File: src/core/scrp_pkg.sv
// package for the sdram command, refresh and power-down control block
package scrp_pkg;
  localparam logic [3:0]  ADDR_CMD        = 4'h4;
  localparam logic [3:0]  ADDR_RFSH       = 4'h8;
  localparam logic [3:0]  ADDR_APD        = 4'hc;
  localparam int          P_STAT_BIT      = 26;
  localparam int          P_ON_BIT        = 25;
  localparam int          P_OFF_BIT       = 24;
  localparam int          P_LAUNCH_BIT    = 20;
  localparam int          P_CODE_LSB      = 16;
  localparam int          S_STAT_BIT      = 10;
  localparam int          S_ON_BIT        = 9;
  localparam int          S_OFF_BIT       = 8;
  localparam int          S_LAUNCH_BIT    = 4;
  localparam int          S_CODE_LSB      = 0;
  localparam int          APD_GATE_BIT    = 4;
  localparam int          APD_MODE_LSB    = 2;
  localparam int          APD_TIMER_LSB   = 0;
  localparam logic [15:0] RFSH_RESET      = 16'h0000;
  localparam logic [4:0]  APD_RESET       = 5'h00;
  localparam logic [3:0]  RFC_SPACING     = 4'h9;   // minimum refresh spacing code, 10 clocks
  localparam logic [9:0]  IDLE_BASE       = 10'h040; // 64 cycles, doubled per timer step
  localparam logic [3:0]  CMD_TIME        = 4'h4;   // one-shot command time code, ST_CMD lasts 5 clocks
  localparam logic [3:0]  ACC_TIME        = 4'h6;   // access time code, access_busy lasts 7 clocks
  localparam logic [3:0]  OP_NORMAL       = 4'h0;
  localparam logic [3:0]  OP_WIPE         = 4'h7;
  typedef enum logic [1:0] {APD_OFF, APD_PRECHARGE, APD_ACTIVE, APD_SELFREF} scrp_apd_type;
  typedef enum {ST_IDLE, ST_ACCESS, ST_CMD, ST_REFRESH, ST_SLEEP, ST_WAKE} scrp_state_type;
endpackage

File: src/core/scrp_ctrl.sv
// sdram command, refresh and power-down control
`timescale 1ns/1ps
module scrp_ctrl
  import scrp_pkg::*;
(
  input  wire logic        sys_clk,        // system clock, 125 MHz
  input  wire logic        nrst,           // synchronous reset, active low
  input  wire logic [3:0]  reg_addr,       // register byte address
  input  wire logic [31:0] reg_wdata,      // register write data
  input  wire logic        reg_wr,         // write strobe
  input  wire logic        reg_rd,         // read strobe
  output logic      [31:0] reg_rdata,      // read data, cycle after strobe
  input  wire logic        access_req,     // memory access request, same domain
  output logic             access_ack,     // access accepted this cycle
  output logic             access_busy,    // access in progress
  output logic             primary_enabled,   // primary controller on
  output logic             secondary_enabled, // secondary controller on
  output logic             cmd_valid,      // one-cycle pulse, command issued
  output logic      [3:0]  cmd_code,       // code of command issued
  output logic             cmd_secondary,  // command targets secondary interface
  output logic             refresh_pulse,  // one-cycle pulse, auto refresh issued
  output logic             sdram_clock_en, // sdram clock running
  output logic      [1:0]  sleep_mode      // power-down action in force, 0 when awake
);

  typedef struct packed {
    scrp_state_type state;
    logic        p_on;
    logic        s_on;
    logic        p_pend;
    logic        s_pend;
    logic [3:0]  p_code;
    logic [3:0]  s_code;
    logic [15:0] rfsh;
    logic [4:0]  apd;
    logic [15:0] rcnt;
    logic        rdue;
    logic [3:0]  rspace;
    logic [9:0]  idle;
    logic [3:0]  tcnt;
    logic        cur_sec;
    logic [31:0] rdata;
    logic        cvalid;
    logic [3:0]  ccode;
    logic        csec;
    logic        rpulse;
    logic        clk_en;
    logic [1:0]  smode;
  } scrp_regs_type;

  scrp_regs_type r;
  scrp_regs_type next_r;

  // idle limit from timer field: 64 shifted left by the code
  function automatic logic [9:0] idle_limit(input logic [1:0] t);
    idle_limit = IDLE_BASE << t;
  endfunction

  logic wr_cmd;
  logic wr_rfsh;
  logic wr_apd;
  logic any_on;
  logic [1:0] mode_sel;

  // address decode of the register port
  always_comb begin
    wr_cmd  = 1'b0;
    wr_rfsh = 1'b0;
    wr_apd  = 1'b0;
    if (reg_wr && reg_addr == ADDR_CMD) begin
      wr_cmd = 1'b1;
    end else if (reg_wr && reg_addr == ADDR_RFSH) begin
      wr_rfsh = 1'b1;
    end else if (reg_wr && reg_addr == ADDR_APD) begin
      wr_apd = 1'b1;
    end
  end

  assign any_on   = r.p_on | r.s_on;
  assign mode_sel = r.apd[APD_MODE_LSB +: 2];

  // next-state logic for registers, refresh timer, idle timer and sequencer
  always_comb begin
    next_r        = r;
    next_r.cvalid = 1'b0;
    next_r.rpulse = 1'b0;
    // register writes
    if (wr_cmd) begin
      if (reg_wdata[P_ON_BIT]) next_r.p_on = 1'b1;
      if (reg_wdata[P_OFF_BIT]) next_r.p_on = 1'b0;
      if (reg_wdata[S_ON_BIT]) next_r.s_on = 1'b1;
      if (reg_wdata[S_OFF_BIT]) next_r.s_on = 1'b0;
      if (!r.p_pend) next_r.p_code = reg_wdata[P_CODE_LSB +: 4];
      if (!r.s_pend) next_r.s_code = reg_wdata[S_CODE_LSB +: 4];
      if (reg_wdata[P_LAUNCH_BIT]) next_r.p_pend = 1'b1;
      if (reg_wdata[S_LAUNCH_BIT]) next_r.s_pend = 1'b1;
    end
    if (wr_rfsh) next_r.rfsh = reg_wdata[15:0];
    if (wr_apd) next_r.apd = reg_wdata[4:0];
    // read data, one cycle after the strobe
    next_r.rdata = 32'h0000_0000;
    if (reg_rd) begin
      if (reg_addr == ADDR_CMD) begin
        next_r.rdata[P_STAT_BIT]           = r.p_on;
        next_r.rdata[P_LAUNCH_BIT]         = r.p_pend;
        next_r.rdata[P_CODE_LSB +: 4]      = r.p_code;
        next_r.rdata[S_STAT_BIT]           = r.s_on;
        next_r.rdata[S_LAUNCH_BIT]         = r.s_pend;
        next_r.rdata[S_CODE_LSB +: 4]      = r.s_code;
      end else if (reg_addr == ADDR_RFSH) begin
        next_r.rdata[15:0] = r.rfsh;
      end else if (reg_addr == ADDR_APD) begin
        next_r.rdata[4:0] = r.apd;
      end
    end
    if (r.rspace != 4'h0) next_r.rspace = r.rspace - 4'h1;
    if (r.tcnt != 4'h0) next_r.tcnt = r.tcnt - 4'h1;
    // sequencer
    case (r.state)
      ST_IDLE: begin
        if (r.idle != 10'h3ff) next_r.idle = r.idle + 10'h001;
        if (access_req && any_on) begin
          next_r.state = ST_ACCESS;
          next_r.tcnt  = ACC_TIME;
          next_r.idle  = 10'h000;
        end else if (r.rdue && r.rspace == 4'h0) begin
          next_r.state  = ST_REFRESH;
          next_r.rdue   = 1'b0;
          next_r.rpulse = 1'b1;
          next_r.rspace = RFC_SPACING;
          next_r.tcnt   = RFC_SPACING - 4'h1; // ST_REFRESH lasts 9 clocks, one less than the spacing
        end else if (r.p_pend || r.s_pend) begin
          next_r.state   = ST_CMD;
          next_r.cur_sec = !r.p_pend;
          next_r.cvalid  = 1'b1;
          next_r.ccode   = r.p_pend ? r.p_code : r.s_code;
          next_r.csec    = !r.p_pend;
          next_r.tcnt    = CMD_TIME;
        end else if (mode_sel != APD_OFF && any_on && r.idle >= idle_limit(r.apd[APD_TIMER_LSB +: 2])) begin
          next_r.state  = ST_SLEEP;
          next_r.smode  = mode_sel;
          next_r.clk_en = !r.apd[APD_GATE_BIT];
        end
      end
      ST_ACCESS: begin
        // a refresh coming due here stays latched in rdue
        if (r.tcnt == 4'h0) next_r.state = ST_IDLE;
      end
      ST_REFRESH: begin
        if (r.tcnt == 4'h0) next_r.state = ST_IDLE;
      end
      ST_CMD: begin
        if (r.tcnt == 4'h0) begin
          next_r.state = ST_IDLE;
          // a launch written in the completion cycle re-arms pending
          if (r.cur_sec && !(wr_cmd && reg_wdata[S_LAUNCH_BIT])) next_r.s_pend = 1'b0;
          if (!r.cur_sec && !(wr_cmd && reg_wdata[P_LAUNCH_BIT])) next_r.p_pend = 1'b0;
        end
      end
      ST_SLEEP: begin
        if (access_req || r.rdue || r.p_pend || r.s_pend || !any_on) begin
          next_r.state  = ST_WAKE;
          next_r.clk_en = 1'b1;
          next_r.smode  = 2'h0;
          next_r.tcnt   = CMD_TIME;
        end
      end
      default: begin
        if (r.tcnt == 4'h0) begin
          next_r.state = ST_IDLE;
          next_r.idle  = 10'h000;
        end
      end
    endcase
    // periodic refresh request, latched until served; after the sequencer
    // so that a request falling due in the serve cycle is not lost
    if (r.rfsh == 16'h0000 || !any_on) begin
      next_r.rcnt = 16'h0000;
    end else if (r.rcnt >= r.rfsh - 16'h0001) begin
      next_r.rcnt = 16'h0000;
      next_r.rdue = 1'b1;
    end else begin
      next_r.rcnt = r.rcnt + 16'h0001;
    end
  end

  // state register
  always_ff @(posedge sys_clk) begin
    if (!nrst) begin
      r        <= '0;
      r.state  <= ST_IDLE;
      r.rfsh   <= RFSH_RESET;
      r.apd    <= APD_RESET;
      r.clk_en <= 1'b1;
    end else begin
      r <= next_r;
    end
  end

  // outputs
  assign reg_rdata         = r.rdata;
  assign access_ack        = (r.state == ST_IDLE) && access_req && any_on;
  assign access_busy       = (r.state == ST_ACCESS);
  assign primary_enabled   = r.p_on;
  assign secondary_enabled = r.s_on;
  assign cmd_valid         = r.cvalid;
  assign cmd_code          = r.ccode;
  assign cmd_secondary     = r.csec;
  assign refresh_pulse     = r.rpulse;
  assign sdram_clock_en    = r.clk_en;
  assign sleep_mode        = r.smode;

  // register and enable checks
  a_primary_on: assert property (@(posedge sys_clk) disable iff (!nrst)
    wr_cmd && reg_wdata[P_ON_BIT] && !reg_wdata[P_OFF_BIT] |=> primary_enabled)
    else $error("primary enable write ignored");
  a_primary_off: assert property (@(posedge sys_clk) disable iff (!nrst)
    wr_cmd && reg_wdata[P_OFF_BIT] |=> !primary_enabled)
    else $error("primary disable write ignored");
  a_secondary_on: assert property (@(posedge sys_clk) disable iff (!nrst)
    wr_cmd && reg_wdata[S_ON_BIT] && !reg_wdata[S_OFF_BIT] |=> secondary_enabled)
    else $error("secondary enable write ignored");
  a_secondary_off: assert property (@(posedge sys_clk) disable iff (!nrst)
    wr_cmd && reg_wdata[S_OFF_BIT] |=> !secondary_enabled)
    else $error("secondary disable write ignored");
  a_status_read: assert property (@(posedge sys_clk) disable iff (!nrst)
    reg_rd && reg_addr == ADDR_CMD |=> reg_rdata[P_STAT_BIT] == $past(primary_enabled))
    else $error("primary status read wrong");
  a_secondary_status: assert property (@(posedge sys_clk) disable iff (!nrst)
    reg_rd && reg_addr == ADDR_CMD |=> reg_rdata[S_STAT_BIT] == $past(secondary_enabled))
    else $error("secondary status read wrong");
  // one-shot command checks
  a_launch_pend: assert property (@(posedge sys_clk) disable iff (!nrst)
    wr_cmd && reg_wdata[P_LAUNCH_BIT] |=> r.p_pend)
    else $error("launch not pending");
  a_secondary_pend: assert property (@(posedge sys_clk) disable iff (!nrst)
    wr_cmd && reg_wdata[S_LAUNCH_BIT] |=> r.s_pend)
    else $error("secondary launch not pending");
  a_pend_clear: assert property (@(posedge sys_clk) disable iff (!nrst)
    r.state == ST_CMD && r.tcnt == 4'h0 && !r.cur_sec && !(wr_cmd && reg_wdata[P_LAUNCH_BIT]) |=> !r.p_pend)
    else $error("pending not cleared at completion");
  a_secondary_clear: assert property (@(posedge sys_clk) disable iff (!nrst)
    r.state == ST_CMD && r.tcnt == 4'h0 && r.cur_sec && !(wr_cmd && reg_wdata[S_LAUNCH_BIT]) |=> !r.s_pend)
    else $error("secondary pending not cleared at completion");
  a_code_held: assert property (@(posedge sys_clk) disable iff (!nrst)
    r.p_pend |=> $stable(r.p_code))
    else $error("command code changed while pending");
  a_cmd_issue: assert property (@(posedge sys_clk) disable iff (!nrst)
    r.state == ST_IDLE && r.p_pend && !access_ack && !r.rdue
    |=> cmd_valid && cmd_code == $past(r.p_code) && !cmd_secondary)
    else $error("pending primary command not issued");
  // refresh checks
  a_no_refresh: assert property (@(posedge sys_clk) disable iff (!nrst)
    r.rfsh == 16'h0000 && !r.rdue |=> !refresh_pulse)
    else $error("refresh with zero period");
  a_rcnt_zero: assert property (@(posedge sys_clk) disable iff (!nrst)
    r.rfsh == 16'h0000 |=> r.rcnt == 16'h0000)
    else $error("refresh timer runs with zero period");
  a_refresh_spacing: assert property (@(posedge sys_clk) disable iff (!nrst)
    refresh_pulse |=> !refresh_pulse [*8] ##1 !refresh_pulse)
    else $error("refreshes too close");
  a_no_refresh_in_access: assert property (@(posedge sys_clk) disable iff (!nrst)
    access_busy |-> !refresh_pulse)
    else $error("refresh during access");
  a_refresh_kept: assert property (@(posedge sys_clk) disable iff (!nrst)
    access_busy && r.rdue |=> r.rdue)
    else $error("due refresh dropped during access");
  // power-down checks
  a_gate_clock: assert property (@(posedge sys_clk) disable iff (!nrst)
    !sdram_clock_en |-> r.apd[APD_GATE_BIT] && r.state == ST_SLEEP)
    else $error("clock gated without gate bit");
  a_gate_off: assert property (@(posedge sys_clk) disable iff (!nrst)
    $rose(sleep_mode != 2'h0) |-> sdram_clock_en == !$past(r.apd[APD_GATE_BIT]))
    else $error("clock gating does not follow gate bit");
  a_wake_access: assert property (@(posedge sys_clk) disable iff (!nrst)
    r.state == ST_SLEEP && access_req |=> sdram_clock_en && sleep_mode == 2'h0)
    else $error("access did not wake device");
  a_idle_limit: assert property (@(posedge sys_clk) disable iff (!nrst)
    $rose(sleep_mode != 2'h0) |-> $past(r.idle) >= idle_limit($past(r.apd[1:0])))
    else $error("sleep before idle limit");
  // coverage of the main scenarios
  c_command: cover property (@(posedge sys_clk) cmd_valid);
  c_refresh: cover property (@(posedge sys_clk) refresh_pulse);
  c_sleep_wake: cover property (@(posedge sys_clk) r.state == ST_SLEEP ##1 r.state == ST_WAKE);
  c_gated: cover property (@(posedge sys_clk) !sdram_clock_en);

endmodule

File: config.mk
export PLATFORM = sky130hd
export DESIGN_NAME = scrp_ctrl
export DESIGN_NICKNAME = d
export VERILOG_FILES = /design/src/core/scrp_pkg.sv /design/src/core/scrp_ctrl.sv
export SDC_FILE = /design/constraint.sdc
export NUM_CORES = 1
export LEC_CHECK = 0
export ABC_AREA = 1
export ABC_CLOCK_PERIOD_IN_PS = 5200
export BUFFER_PORTS_ARGS = -buffer_cell sky130_fd_sc_hd__buf_2
export CORE_ASPECT_RATIO = 0.75
export CORE_UTILIZATION = 26
export CTS_CLUSTER_DIAMETER = 150
export DETAILED_ROUTE_END_ITERATION = 16
export MAX_ROUTING_LAYER = met4
export PLACE_DENSITY_LB_ADDON = 0.1
export SETUP_SLACK_MARGIN = 0.2
export SYNTH_ARGS = -nofsm -noshare
export SYNTH_HDL_FRONTEND = slang
export SYNTH_SLANG_ARGS = --single-unit
File: constraint.sdc
create_clock -name sys_clk -period 5.2 [get_ports sys_clk]
set_input_delay 1.04 -clock sys_clk [delete_from_list [all_inputs] [get_ports sys_clk]]
set_output_delay 1.04 -clock sys_clk [all_outputs]
set_load 0.005 [all_outputs]
* Word level (Yosys, flattened, before mapping)
Cells that the tools add are included.
** Storage, ports and cells
- Register bits :: 142
- Input bits :: 41
- Output and inout port bits :: 46
- Word-level logic and storage cells :: 168
** Operators by class
- Shifts and indexed selects :: 1
- Muxes and demuxes :: 57
- Add/sub/neg operators :: 5
- Bitwise logic cells :: 10
- Order comparisons :: 2
- Equality and inequality tests :: 16
- Reductions and logical operators :: 53
** Operators with widths (count)
- $mux W32 :: 6
- $eq A32 B2 Y1 const B :: 3
- $logic_not A32 Y1 :: 2
- $pmux W32 S2 :: 1
- $mux W10 :: 5
- $mux W5 :: 7
- $eq A32 B1 Y1 const B :: 1
- $eq A32 B3 Y1 const B :: 1
- $mux W4 :: 8
- $pmux W10 S2 :: 1
- $mux W1 :: 18
- $add A16 B1 Y16 const B :: 1
- $ge A16 B16 Y1 :: 1
- $logic_not A16 Y1 :: 1
- $sub A16 B1 Y16 const B :: 1
- $logic_and A1 B1 Y1 :: 13
- $mux W3 :: 4
- $mux W6 :: 2
- $reduce_or A4 Y1 :: 3
- $mux W11 :: 1
- $add A10 B1 Y10 const B :: 1
- $ge A10 B10 Y1 :: 1
- $ne A10 B10 Y1 const B :: 1
- $ne A2 B2 Y1 const B :: 5
- 22 further kinds :: 56

* Depth between registers and ports, before layout
- Word-level depth :: 9
- Mapped depth :: 14

* Least setup slack after synthesis
OpenSTA, ideal clock, no wires.
- Kind :: input-to-output
- Start point :: input port access_req
- End point :: output port access_ack
- Required time :: 4.160 ns
- Stages :: 2
- Slack :: 2.830 ns
- Arrival time :: 1.330 ns
- Cell sequence :: nand2_1 > nor2_1
** Between the ends
- Longest elaborated chain between the ends :: 2
** RTL lines
- from (decl) :: RTL line scrp_ctrl.sv:13 : input wire logic access_req,
- $logic_and A1 B1 Y1 (2 in a row) :: RTL line scrp_ctrl.sv:202 : assign access_ack = (r.state == ST_IDLE) && access_req && any_on;
- to (decl) :: RTL line scrp_ctrl.sv:14 : output logic access_ack,
No other way between the ends.

* Worst setup path after layout
- Start point :: register r[83] (netlist bit)
- End point :: register r[72] (netlist bit)
** Between the ends
- Longest elaborated chain between the ends :: 3
- Elaborated cells on any way between the ends :: 5
- Those cells by class :: add/sub (1); order compare (1); reduce/logical (3)
** RTL lines
- from (decl) :: RTL line scrp_ctrl.sv:51 : scrp_regs_type r;
- from (signal assigned) :: RTL line scrp_ctrl.sv:196 : r <= next_r;
- $sub A16 B1 Y16 / $logic_not A16 Y1 (equally long branches) :: RTL line scrp_ctrl.sv:179, scrp_ctrl.sv:177
- $ge A16 B16 Y1 / $logic_or A1 B1 Y1 (equally long branches) :: RTL line scrp_ctrl.sv:179, scrp_ctrl.sv:177
- $reduce_or A3 Y1 (no line) *
Mark *: on every way between the ends. The rest lies on a longest branch, timed or not.
A chain may end at the register's enable or synchronous reset.

==> results.txt <==
The maximum single-stage delay on the critical path is between 0.3 and 0.4 ns. The worst reg-to-reg path cell count is 12. The number of nets with antenna violations after detailed routing is 0. The number of sinks driven by the clock tree came out at slightly above 100.

The launch instance of the worst min-delay path is r[106]. Setup total negative slack on the finished layout was measured at 0 ns. The largest area contributor in the netlist is sky130_fd_sc_hd__dfxtp_1. The required time at the endpoint of the critical path came out at between 5 and 6 ns. The number of buffers inserted during clock tree synthesis is 9.

Sorting the synthesized cells by area gives the leading types as sky130_fd_sc_hd__dfxtp_1 (38%), sky130_fd_sc_hd__nand2_1 (7.7%), sky130_fd_sc_hd__inv_1 (6.6%). The combined area of all synthesized cells is 5490 um2. The maximum root-to-sink buffer count is 2.

The die height came out at about 130 um. The largest vdd supply drop came out at between 100 and 150 uV. The reg-to-reg startpoint is r[83]. The routed via count came out at 4594.

The core region is just over 20000 um2. In this run the critical register-to-register path is captured at r[72]. The per-instance average area after synthesis came out at about 7.4 um2. Setup repair after global routing left no endpoint under its margin.

The tree is rooted in a sky130_fd_sc_hd__clkbuf_16. The async set or reset register ratio after synthesis came out at 0. The count of port buffers added during placement came out at 67. The number of max-cap violations is 0. Yosys instantiated no cell more often than sky130_fd_sc_hd__nand2_1. For this design the static power due to leakage is roughly 2.6 nW. The path with the worst hold slack has its endpoint at reg_rdata[19]. The number of DRC markers in iteration 0 came out at between 200 and 250. The worst setup path is launched from a flip-flop.

The slew at the pin closest to its max-slew limit is roughly 1 ns. The number of antenna violations at the first check in global routing is 2. The final RePlAce weighted congestion came out at 0.804. The run finished with clean final reports. The number of buffers inserted by post-CTS setup repair came out at 0. The via count of the first global-routing pass came to 4253. The synthesis-to-finish area growth came out at 12.0%. In this run the worst hold path is classified as reg2reg.

Traced cell by cell, the critical path runs through inv_1, ha_1, nand3_1, nor3_1, xor2_1, inv_1, ha_1, nand2_1, o21ai_0, a21oi_1, nand4_4, nor2_1. Ranked by instance count, the synthesized netlist is headed by sky130_fd_sc_hd__nand2_1 (112), sky130_fd_sc_hd__dfxtp_1 (103), sky130_fd_sc_hd__inv_1 (97). The global-route wire length before repair is ~23000 um. Among cell families on the critical path, the largest total delay comes from simple AND/OR/NAND/NOR gates. The critical path endpoint category is a flip-flop.

The pre-antenna-repair detailed-routing pass consisted of 4 iterations. The die is around 170 um wide. The detail-routed via count per cell is about 4.3. After clock tree synthesis, the clock-pin slew on the worst setup and hold paths is roughly 0.08 ns. In this run the worst path has a maximum fanout of 16. The die area is approximately 22000 um2.

The count of final hold-check violations is 0. For this run, design rule violations remaining after detail routing come to 0. The cell type of the slowest stage on the worst timing path is sky130_fd_sc_hd__ha_1. The number of synthesized flops with an enable pin came out at 0.

The power consumption is a little over 0.002 W. The initial utilization of the core area, before any placement, comes to 0.268. The CTS H-tree depth is 3. In this run, post-CTS hold repair placed 0 buffers.

By startpoint and endpoint, the worst setup path is classified as reg2reg. The critical path contains buffers and inverters numbering 2 combined. Hold timing on the final database bottoms out at a slack of between 0.4 and 0.5 ns. Counting instances, the worst hold path has a depth of 2. In the final routed layout, each cell accounts on average for roughly 14 um. The total global routing overflow is 0. The number of storage elements in the synthesis netlist is just over 100. The number of warnings issued by yosys is 0. After legalization and detailed placement, the total HPWL measured between 10000 and 15000 um. The clock arrives with 0.00893 ns of skew. The proportion of synthesized chip area in sequential cells is 0.375. The overall global routing resource usage is 0.145.

The worst slew slack as a fraction of its limit came out at 0.329. The share of the clock period used by the worst path after layout came out at 0.535. In this run the power density over the cells is roughly 330 nW/um2. The cell row count came out at 45. The share of the synthesized area in the top cell type is 0.375.

TritonCTS built the clock tree. The largest net degree at the start of global routing came out at 48. The endpoint arrival time on the critical path came out at just over 3 ns. The timing-limited maximum frequency came out at ~360 MHz. The total detailed-routing wirelength is roughly 15000 um.

The number of distinct library cell variants in the gate-level netlist after synthesis came out at slightly above 40. The net count of the finished layout is 847. The setup-violating endpoint count in the final report came out at 0. The register-to-register setup slack came out at approximately 2.4 ns.

For this design the top-level I/O count stands at slightly below 90. Subtracting the final worst setup slack from the clock period gives roughly 2.8 ns. The count of cells resized by post-cts repair came out at 0.

The final-report max-slew violation count is 0. The ratio of cells with drive above 1 in the final layout came out at 0.164. The most used flip-flop cell after synthesis is sky130_fd_sc_hd__dfxtp_1. At the later pin of the worst-skew pair, clock insertion delay measures about 0.36 ns. Synthesis produced 743 cells.
cell type report:
cell class              instances  area [um2]
inverters                     103         387
repair buffers                 69         350
well taps                     282         353
clock inverters                 7        61.3
clock buffers                   9         225
flip-flops and latches        103        2060
fillers                      2276       14300
multi-input cells             494        2710
diodes                          2        5.00
state kept, by name, summed over array words and instances, names as in the netlist:
signal             cells
r                     67
primary_enabled        1
reg_rdata             22
secondary_enabled      1
sleep_mode             2
cmd_valid              1
refresh_pulse          1
cmd_secondary          1
sdram_clock_en         1
cmd_code               4
mode_sel               2
worst max path at each step:
| stage | from | endpoint | slack, ns | cells past startpoint |
|---|---|---|---|---|
| floorplan | access_req | access_ack | 2.83 | 2 |
| global placement | reg_addr[1] | r[88] | 2.25 | 7 |
| detailed placement | reg_addr[1] | r[88] | 2.21 | 7 |
| CTS | r[83] | r[72] | 2.36 | 12 |
| global route | r[85] | r[75] | 2.08 | 13 |
| finish | r[83] | r[72] | 2.42 | 12 |
per-layer routing:
layer  GRT usage  routed length [um]  up-vias
li1            -                   -     2419
met1       0.206                7860     2071
met2       0.198                5650       90
met3      0.0343                 801       14
met4      0.0440                 232        0
met5           -                   0        -
worst register-to-register path, stage by stage (launching register included):
cell                      delay [ns]
sky130_fd_sc_hd__dfxtp_1        0.30
sky130_fd_sc_hd__inv_1          0.14
sky130_fd_sc_hd__ha_1           0.33
sky130_fd_sc_hd__nand3_1        0.18
sky130_fd_sc_hd__nor3_1         0.19
sky130_fd_sc_hd__xor2_1         0.21
sky130_fd_sc_hd__inv_1          0.07
sky130_fd_sc_hd__ha_1           0.27
sky130_fd_sc_hd__nand2_1        0.10
sky130_fd_sc_hd__o21ai_0        0.10
sky130_fd_sc_hd__a21oi_1        0.33
sky130_fd_sc_hd__nand4_4        0.31
sky130_fd_sc_hd__nor2_1         0.18
power by group:
group | switching (W) | internal (W)
Combinational | 0.000311 | 0.000166
Clock | 0.000346 | 0.000336
Sequential | 0.0000337 | 0.000839
Total | 0.000691 | 0.00134
stage by stage:
step,worst slack (ns),instances,cell area (um2),utilization
after floorplan,2.83,752,5530,-
after global placement,2.25,1051,5860,0.286
after detailed placement,2.21,1051,5860,0.286
after CTS,2.36,1067,6150,0.300
after global routing,2.08,1069,6150,0.300
final,2.42,1069,6150,0.300
kinds of logic (layout without fill, tap and decap cells):
kind of cell               Yosys count  count (layout)  share of synthesized area
and+or+nand+nor                    301             301                      0.252
buffers and inverters              155             188                      0.138
AOI/OAI and AO/OA                  128             128                      0.129
DFF                                103             103                      0.375
xor gates and xnor gates            29              29                     0.0462
adders and majority gates           26              26                     0.0592
other                                1              12                   0.000683
layout by cell type, fill, tap and decap left out, types with 5 or more instances in the layout:
cell type and n:
sky130_fd_sc_hd__nand2_2 5, sky130_fd_sc_hd__nand3_2 5, sky130_fd_sc_hd__nand4_1 9, sky130_fd_sc_hd__conb_1 10, sky130_fd_sc_hd__nor3_1 18, sky130_fd_sc_hd__nor2_2 12
sky130_fd_sc_hd__nand3_1 40, sky130_fd_sc_hd__nor2_1 89, sky130_fd_sc_hd__inv_1 97, sky130_fd_sc_hd__a21oi_1 52, sky130_fd_sc_hd__ha_1 26, sky130_fd_sc_hd__nand2_1 112
sky130_fd_sc_hd__xor2_1 22, sky130_fd_sc_hd__inv_2 5, sky130_fd_sc_hd__o22ai_1 6, sky130_fd_sc_hd__buf_2 67, sky130_fd_sc_hd__o21ai_0 48, sky130_fd_sc_hd__clkbuf_16 9
sky130_fd_sc_hd__xnor2_1 7, sky130_fd_sc_hd__dfxtp_1 103
Power figures use the tool's default switching activity.
